## src/lpr_map.svh

```systemverilog
// Register map, field positions and reset values of the link
// diagnostics and PHY register access bank.
// Assumes 32-bit APB data with one register per aligned word.
`ifndef LPR_MAP_SVH
`define LPR_MAP_SVH

// ----------------------------------------
// Offsets
// ----------------------------------------
`define LPR_ADDR_W 8
`define LPR_DIAG_OFS 8'h18
`define LPR_PHYA_OFS 8'h20

// ----------------------------------------
// Reset values
// ----------------------------------------
`define LPR_DIAG_RST 32'h4000_0000
`define LPR_PHYA_RST 32'h0000_0000

// ----------------------------------------
// Diagnostics fields (word bit 0 is the least significant bit)
// ----------------------------------------
`define LPR_DIAG_SLOW_ACK 30
`define LPR_DIAG_CNT_EN 29
`define LPR_DIAG_TEST_ACC 27
`define LPR_DIAG_AGT_WR 26
`define LPR_DIAG_RDY_HI 24
`define LPR_DIAG_RDY_LO 21
`define LPR_DIAG_MGMT_ACK 17
`define LPR_DIAG_CNT_HI 13
`define LPR_DIAG_CNT_LO 8

// ----------------------------------------
// PHY access fields
// ----------------------------------------
`define LPR_PHYA_RD 31
`define LPR_PHYA_WR 30
`define LPR_PHYA_TADR_HI 27
`define LPR_PHYA_TADR_LO 24
`define LPR_PHYA_WBYTE_HI 23
`define LPR_PHYA_WBYTE_LO 16
`define LPR_PHYA_RADR_HI 11
`define LPR_PHYA_RADR_LO 8
`define LPR_PHYA_RBYTE_HI 7
`define LPR_PHYA_RBYTE_LO 0

`endif

```

## src/lpr_pkg.sv

```systemverilog
// Types shared by the link diagnostics and PHY register access bank.
// Assumes the field widths of the register map header.
`default_nettype none
package lpr_pkg;

	// ----------------------------------------
	// PHY request and status carriers
	// ----------------------------------------
	typedef struct packed {
		logic is_write;
		logic [3:0] addr;
		logic [7:0] data;
	} lpr_phy_req_t;

	typedef struct packed {
		logic [3:0] addr;
		logic [7:0] data;
	} lpr_phy_stat_t;

	typedef enum logic {
		LPR_ISSUE_READ,
		LPR_ISSUE_WRITE
	} lpr_req_kind_t;

endpackage
`default_nettype wire

```

## src/lpr_regs.sv

```systemverilog
// Link diagnostics register and PHY register access register, reached over APB.
// Assumes one clock, synchronous link inputs, and a PHY port that accepts a
// request on phy_req_valid and phy_req_ready both high at a rising edge.
//
// Decided for this implementation: register access over APB.
`timescale 1ns/1ps
`default_nettype none
`include "lpr_map.svh"

module lpr_regs
(
	// Clock and reset
	input wire logic pclk,
	input wire logic presetn,
	// APB slave
	input wire logic psel,
	input wire logic penable,
	input wire logic pwrite,
	input wire logic [`LPR_ADDR_W-1:0] paddr,
	input wire logic [31:0] pwdata,
	input wire logic [3:0] pstrb,
	output logic [31:0] prdata,
	output logic pready,
	output logic pslverr,
	// Link events
	input wire logic bus_reset,
	input wire logic [3:0] agent_valid,
	input wire logic allowance_tick,
	input wire logic mirror_wr,
	input wire logic mirror_val,
	// Link controls
	output logic slow_ack_select,
	output logic test_register_access,
	output logic agent_state_write_access,
	output logic mgmt_conflict_ack_enable,
	output logic [5:0] allowance_count,
	output logic [3:0] cmd_agent_ready,
	// PHY register port
	output logic phy_req_valid,
	input wire logic phy_req_ready,
	output lpr_pkg::lpr_phy_req_t phy_req,
	input wire logic phy_stat_valid,
	input wire lpr_pkg::lpr_phy_stat_t phy_stat
);
	import lpr_pkg::*;

	// ----------------------------------------
	// Storage
	// ----------------------------------------
	logic slow_ack_reg;
	logic cnt_en_reg;
	logic test_acc_reg;
	logic agt_wr_reg;
	logic mgmt_ack_reg;
	logic [3:0] ready_reg;
	logic [5:0] cnt_reg;
	logic [5:0] cnt_next;
	logic rd_req_reg;
	logic wr_req_reg;
	logic [3:0] tadr_reg;
	logic [7:0] wbyte_reg;
	logic [3:0] radr_reg;
	logic [7:0] rbyte_reg;
	logic [31:0] prdata_reg;
	logic [31:0] diag_word;
	logic [31:0] phya_word;
	lpr_req_kind_t kind;
	localparam logic [31:0] diag_rst_val = `LPR_DIAG_RST;
	logic setup;
	logic access;
	logic hit_diag;
	logic hit_phya;
	logic wr_diag;
	logic wr_phya;
	logic sent;

	// ----------------------------------------
	// APB decode
	// ----------------------------------------
	// Zero wait states; read data is captured in the setup cycle so that it
	// leaves a flip-flop during the access cycle.
	assign setup = psel && !penable;
	assign access = psel && penable;
	assign hit_diag = (paddr == `LPR_DIAG_OFS);
	assign hit_phya = (paddr == `LPR_PHYA_OFS);
	assign wr_diag = access && pwrite && hit_diag;
	assign wr_phya = access && pwrite && hit_phya;
	assign pready = 1'b1;
	assign pslverr = access && !hit_diag && !hit_phya;
	assign prdata = prdata_reg;

	// Byte strobes gate a write lane by lane
	function automatic logic [31:0] lane_merge(input logic [31:0] old_v,
		input logic [31:0] new_v, input logic [3:0] strb);
		logic [31:0] res;
		res = old_v;
		for (int i = 0; i < 4; i++)
		begin
			if (strb[i])
			begin
				res[i*8 +: 8] = new_v[i*8 +: 8];
			end
		end
		return res;
	endfunction

	logic [31:0] diag_wval;
	logic [31:0] phya_wval;
	assign diag_wval = lane_merge(diag_word, pwdata, pstrb);
	assign phya_wval = lane_merge(phya_word, pwdata, pstrb);

	// ----------------------------------------
	// Readback words
	// ----------------------------------------
	always_comb
	begin
		diag_word = 32'h0000_0000;
		phya_word = 32'h0000_0000;
		diag_word[`LPR_DIAG_SLOW_ACK] = slow_ack_reg;
		diag_word[`LPR_DIAG_CNT_EN] = cnt_en_reg;
		diag_word[`LPR_DIAG_TEST_ACC] = test_acc_reg;
		diag_word[`LPR_DIAG_AGT_WR] = agt_wr_reg;
		// Agent 0 sits at the highest of the four positions
		diag_word[`LPR_DIAG_RDY_HI:`LPR_DIAG_RDY_LO] =
			{ready_reg[0], ready_reg[1], ready_reg[2], ready_reg[3]};
		diag_word[`LPR_DIAG_MGMT_ACK] = mgmt_ack_reg;
		diag_word[`LPR_DIAG_CNT_HI:`LPR_DIAG_CNT_LO] = cnt_reg;
		phya_word[`LPR_PHYA_RD] = rd_req_reg;
		phya_word[`LPR_PHYA_WR] = wr_req_reg;
		phya_word[`LPR_PHYA_TADR_HI:`LPR_PHYA_TADR_LO] = tadr_reg;
		phya_word[`LPR_PHYA_WBYTE_HI:`LPR_PHYA_WBYTE_LO] = wbyte_reg;
		phya_word[`LPR_PHYA_RADR_HI:`LPR_PHYA_RADR_LO] = radr_reg;
		phya_word[`LPR_PHYA_RBYTE_HI:`LPR_PHYA_RBYTE_LO] = rbyte_reg;
	end

	always_ff @(posedge pclk or negedge presetn)
	begin
		if (!presetn)
		begin
			prdata_reg <= 32'h0000_0000;
		end
		else if (setup && !pwrite)
		begin
			if (hit_diag)
			begin
				prdata_reg <= diag_word;
			end
			else if (hit_phya)
			begin
				prdata_reg <= phya_word;
			end
			else
			begin
				prdata_reg <= 32'h0000_0000;
			end
		end
	end

	// ----------------------------------------
	// Diagnostics control bits
	// ----------------------------------------
	// Reset value, bus reset leaves these alone
	always_ff @(posedge pclk or negedge presetn)
	begin
		if (!presetn)
		begin
			slow_ack_reg <= diag_rst_val[`LPR_DIAG_SLOW_ACK];
			cnt_en_reg <= 1'b0;
			test_acc_reg <= 1'b0;
			agt_wr_reg <= 1'b0;
		end
		else if (wr_diag)
		begin
			slow_ack_reg <= diag_wval[`LPR_DIAG_SLOW_ACK];
			cnt_en_reg <= diag_wval[`LPR_DIAG_CNT_EN];
			test_acc_reg <= diag_wval[`LPR_DIAG_TEST_ACC];
			agt_wr_reg <= diag_wval[`LPR_DIAG_AGT_WR];
		end
	end

	// One shared bit; this port wins when the 08h side writes in the same cycle
	always_ff @(posedge pclk or negedge presetn)
	begin
		if (!presetn)
		begin
			mgmt_ack_reg <= 1'b0;
		end
		else if (wr_diag)
		begin
			mgmt_ack_reg <= diag_wval[`LPR_DIAG_MGMT_ACK];
		end
		else if (mirror_wr)
		begin
			mgmt_ack_reg <= mirror_val;
		end
	end

	// Ready follows agent validity, bus reset forces zero
	always_ff @(posedge pclk or negedge presetn)
	begin
		if (!presetn)
		begin
			ready_reg <= 4'h0;
		end
		else if (bus_reset)
		begin
			ready_reg <= 4'h0;
		end
		else
		begin
			ready_reg <= agent_valid;
		end
	end

	// ----------------------------------------
	// Allowance counter
	// ----------------------------------------
	// Held at zero while disabled so that a new enable starts a fresh count
	always_comb
	begin
		cnt_next = cnt_reg;
		if (!cnt_en_reg)
		begin
			cnt_next = 6'h00;
		end
		else if (allowance_tick)
		begin
			cnt_next = cnt_reg + 6'h01;
		end
	end

	always_ff @(posedge pclk or negedge presetn)
	begin
		if (!presetn)
		begin
			cnt_reg <= 6'h00;
		end
		else
		begin
			cnt_reg <= cnt_next;
		end
	end

	// ----------------------------------------
	// PHY access register
	// ----------------------------------------
	// Zero reset, no bus reset term
	always_ff @(posedge pclk or negedge presetn)
	begin
		if (!presetn)
		begin
			tadr_reg <= 4'h0;
			wbyte_reg <= 8'h00;
		end
		else if (wr_phya)
		begin
			tadr_reg <= phya_wval[`LPR_PHYA_TADR_HI:`LPR_PHYA_TADR_LO];
			wbyte_reg <= phya_wval[`LPR_PHYA_WBYTE_HI:`LPR_PHYA_WBYTE_LO];
		end
	end

	// Read goes first when both bits are pending
	assign kind = rd_req_reg ? LPR_ISSUE_READ : LPR_ISSUE_WRITE;
	assign phy_req_valid = rd_req_reg || wr_req_reg;
	assign sent = phy_req_valid && phy_req_ready;

	always_comb
	begin
		phy_req.addr = tadr_reg;
		phy_req.data = wbyte_reg;
		unique case (kind)
			LPR_ISSUE_READ:
			begin
				phy_req.is_write = 1'b0;
				phy_req.data = 8'h00;
			end
			LPR_ISSUE_WRITE:
			begin
				phy_req.is_write = 1'b1;
			end
		endcase
	end

	// A software set in the cycle the request leaves stays pending
	always_ff @(posedge pclk or negedge presetn)
	begin
		if (!presetn)
		begin
			rd_req_reg <= 1'b0;
		end
		// Set by write, cleared when sent
		else if (wr_phya && phya_wval[`LPR_PHYA_RD])
		begin
			rd_req_reg <= 1'b1;
		end
		else if (sent && kind == LPR_ISSUE_READ)
		begin
			rd_req_reg <= 1'b0;
		end
	end

	always_ff @(posedge pclk or negedge presetn)
	begin
		if (!presetn)
		begin
			wr_req_reg <= 1'b0;
		end
		// Set by write, cleared when sent
		else if (wr_phya && phya_wval[`LPR_PHYA_WR])
		begin
			wr_req_reg <= 1'b1;
		end
		else if (sent && kind == LPR_ISSUE_WRITE)
		begin
			wr_req_reg <= 1'b0;
		end
	end

	always_ff @(posedge pclk or negedge presetn)
	begin
		if (!presetn)
		begin
			radr_reg <= 4'h0;
			rbyte_reg <= 8'h00;
		end
		else if (phy_stat_valid)
		begin
			radr_reg <= phy_stat.addr;
			rbyte_reg <= phy_stat.data;
		end
	end

	// ----------------------------------------
	// Link control outputs
	// ----------------------------------------
	// Tardy versus busy choice
	assign slow_ack_select = slow_ack_reg;
	assign test_register_access = test_acc_reg;
	assign agent_state_write_access = agt_wr_reg;
	assign mgmt_conflict_ack_enable = mgmt_ack_reg;
	assign allowance_count = cnt_reg;
	assign cmd_agent_ready = ready_reg;

endmodule
`default_nettype wire

```

## config.mk

```make
export PLATFORM = sky130hd
export DESIGN_NAME = lpr_regs
export DESIGN_NICKNAME = d
export VERILOG_FILES = /design/src/lpr_pkg.sv /design/src/lpr_regs.sv
export VERILOG_INCLUDE_DIRS = /design/src
export SDC_FILE = /design/constraint.sdc
export NUM_CORES = 1
export LEC_CHECK = 0
export BUFFER_PORTS_ARGS = -buffer_cell sky130_fd_sc_hd__buf_2
export CORE_ASPECT_RATIO = 1.1
export CORE_UTILIZATION = 42
export DETAILED_ROUTE_END_ITERATION = 7
export PLACE_DENSITY = 0.86
export REMOVE_ABC_BUFFERS = 1
export SLEW_MARGIN = 15
export SYNTH_ARGS = -nofsm -noshare
export SYNTH_HDL_FRONTEND = slang
export SYNTH_SLANG_ARGS = --single-unit
```

## constraint.sdc

```tcl
create_clock -name pclk -period 1.3 [get_ports pclk]
set_clock_uncertainty 0.1 [all_clocks]
set_input_delay 0.325 -clock pclk [delete_from_list [all_inputs] [get_ports pclk]]
set_output_delay 0.325 -clock pclk [all_outputs]
set_load 0.01 [all_outputs]
```

==> results.sh <==
export IMPL_status="complete, but fails checks"
export IMPL_violations="negative setup slack"
export IMPL_wire_per_inst_um=17.7
export IMPL_drive_gt1_share_pct=60.6
export IMPL_synth_mux_area_share_pct=10.9
export IMPL_powerDensity_mw_per_mm2=980
export IMPL_dr_pass1_iters=4
export IMPL_synth_compound_area_share_pct=11.2
export IMPL_yosysUniqueCellTypes=42
export IMPL_netlist_area_leader_share_pct=57.7
export IMPL_dieHeight_um=90.5
export IMPL_grt_pass1_vias=2636
export IMPL_worstPathArrival_ns=1.21
export IMPL_finalCritPeriodShare_pct=126
export IMPL_ctsRootBufferMaster="clkbuf_8"
export IMPL_grt_max_degree=30
export IMPL_gp_congestion=0.799
export IMPL_cp_required_ns=0.88
export IMPL_row_count=31
export IMPL_yosys_area_top_type="dfrtp_1"
export IMPL_fin_nets=503
export IMPL_htree_levels=3
export IMPL_synthAdderAreaFrac_pct=0.418
export IMPL_rsz0062_at_grt="yes"
export IMPL_syn_inst=241
export IMPL_grt_pass1_wl_um=13400
export IMPL_layout_cells_most_common="buf_2"
export IMPL_num_antenna_cells=0
export IMPL_dp_cells=443
export IMPL_cap_violations=0
export IMPL_start_util_pct=44.3
export IMPL_fmaxAchievable_ghz=0.611
export IMPL_cts_tree="built"
export IMPL_layout_setup_ws_ns=-0.335
export IMPL_path_clk_slew_ns=0.09
export IMPL_grt_total_usage_pct=24.7
export IMPL_io_buffers=109
export IMPL_ant_nets=0
export IMPL_synth_area_leaders="dfrtp_1 (58%), mux2_2 (11%), a22o_1 (4.4%)"
export IMPL_fin_area_mm2=0.00473
export IMPL_hold_class="input pin to flip-flop"
export IMPL_finalNonFillerCells=518
export IMPL_start_kind="flip-flop"
export IMPL_wl_um=9140
export IMPL_synthSimpleGateAreaFrac_pct=13.8
export IMPL_antenna_found_initial=0
export IMPL_placed_cell_area_mm2=0.00379
export IMPL_clock_sink_count=70
export IMPL_pre_cts_ws_ns=-0.479
export IMPL_fin_crit_ns=1.64
export IMPL_dieArea_mm2=0.00746
export IMPL_drt_iter0_drc=103
export IMPL_post_route_drc_count=0
export IMPL_overflow=0
export IMPL_final_hold_viol_count=0
export IMPL_cts_buffers=9
export IMPL_p_leak_nw=2.54
export IMPL_async_flop_share_pct=100
export IMPL_critPathCaptureType="output pin"
export IMPL_synthXorXnorAreaFrac_pct=1.17
export IMPL_num_io_pins=133
export IMPL_vias_per_cell=5.19
export IMPL_peakVddDrop_mv=0.925
export IMPL_synthFlopType="dfrtp_1"
export IMPL_path_class="flip-flop to output pin"
export IMPL_die_x_um=82.5
export IMPL_clk_latency_ns=0.35
export IMPL_area_growth_pct=58.2
export IMPL_finalPower_w=0.00464
export IMPL_largest_reg_flops=29
export IMPL_vias=2687
export IMPL_synth_seq_cells=70
export IMPL_yosys_warnings=0
export IMPL_ys_seq_area_share_pct=58.6
export IMPL_synth_area_mm2=0.00299
export IMPL_slew_violations=0
export IMPL_mostFrequentLayoutCells="buf_2 (92), buf_4 (69), dfrtp_1 (68)"
export IMPL_dp_hpwl_um=5660
export IMPL_fp_coreArea_mm2=0.00675
export IMPL_synth_top_family_by_area="simple AND/OR/NAND/NOR gates"
export IMPL_cp_max_fo=11
export IMPL_setup_viol=72
export IMPL_clockBufferDepth=2
export IMPL_synth_edf_count=0
export IMPL_syn_avg_cell_area_um2=12.4
layer usage:
layer | global-route usage, % | wire (um)
met1 | 29.6 | 3700
met2 | 40.8 | 4650
met5 | 0 | 0
met4 | 12.6 | 290
met3 | 5.15 | 505
where the power goes:
| group | internal, W | total, W | switching, W |
|---|---|---|---|
| logic | 0.000197 | 0.000398 | 0.000201 |
| clock network | 0.00109 | 0.00198 | 0.000896 |
| registers | 0.00223 | 0.00226 | 0.0000286 |
| total | 0.00351 | 0.00464 | 0.00112 |
worst paths after layout:
kind / startpoint / to / slack, ns / depth (start not counted)
setup reg to reg: allowance_count[2]$_DFFE_PN0P_ / allowance_count[3]$_DFFE_PN0P_ / -0.01 / 5
setup / recovery: rd_req_reg$_DFFE_PN0P_ / phy_req[12] / -0.34 / 3
hold reg to reg: rbyte_reg[0]$_DFFE_PN0P_ / prdata[0]$_DFFE_PN0P_ / 0.39 / 1
hold / removal: bus_reset / cmd_agent_ready[0]$_DFF_PN0_ / 0.07 / 2
max in group asynchronous: presetn / allowance_count[3]$_DFFE_PN0P_ / 0.36 / 3
min in group asynchronous: presetn / prdata[26]$_DFFE_PN0P_ / 0.29 / 2
worst max-delay path, stage by stage, from the launching register on:
cell and delay [ns]:
dfrtp_1 0.41, buf_6 0.16, inv_1 0.13, buf_2 0.15
synth_stat cells, types with 2 or more instances:
library cell and instances:
and2_1 6, nor2b_1 15, mux2_2 28, buf_4 6
or2_2 2, o21ai_0 14, nand4_1 2, dfrtp_1 69
clkbuf_1 7, inv_1 4, conb_1 2, and3_1 2
nand3_1 4, nand2_1 25, a22o_1 15, xnor2_1 3
a22oi_1 12
area by class of cell:
class                   count  area (um^2)
fillers                   478         2020
flip-flops and latches     70         1750
repair buffers            193         1390
multi-input cells         153         1250
clock buffers               9          124
well taps                  82          103
clock inverters             7         97.6
inverters                   4         15.0
cell families after synthesis:
logic type / count (synthesis)
AOI/OAI and AO/OA: 47
adders and majority gates: 1
other: 2
DFF: 70
xor gates and xnor gates: 4
buffers and inverters: 20
and+or+nand+nor: 68
muxes: 29
per-stage QoR:
| step | TNS [ns] | hold WS [ns] | utilization (%) |
|---|---|---|---|
| 2_1_floorplan | -19.30 | -0.0706 | - |
| 3_3_place_gp | -16.35 | 0.119 | 56.2 |
| 3_5_place_dp | -17.92 | 0.124 | 56.2 |
| 4_1_cts | -6.49 | 0.0526 | 65.7 |
| 5_1_grt | -10.88 | 0.0504 | 70.1 |
| 6_report | -7.10 | 0.0653 | 70.1 |
what timing repair did:
action | CTS | global route
buffers inserted | 37 | 20
hold endpoints to repair | 15 | 0
pin swaps | 6 | 12
gates resized for setup | 30 | 39
setup endpoints to repair | 75 | 106
hold buffers | 1 | 0
cloned | 1 | 0
No activity file was read; power rests on OpenSTA's default activity.
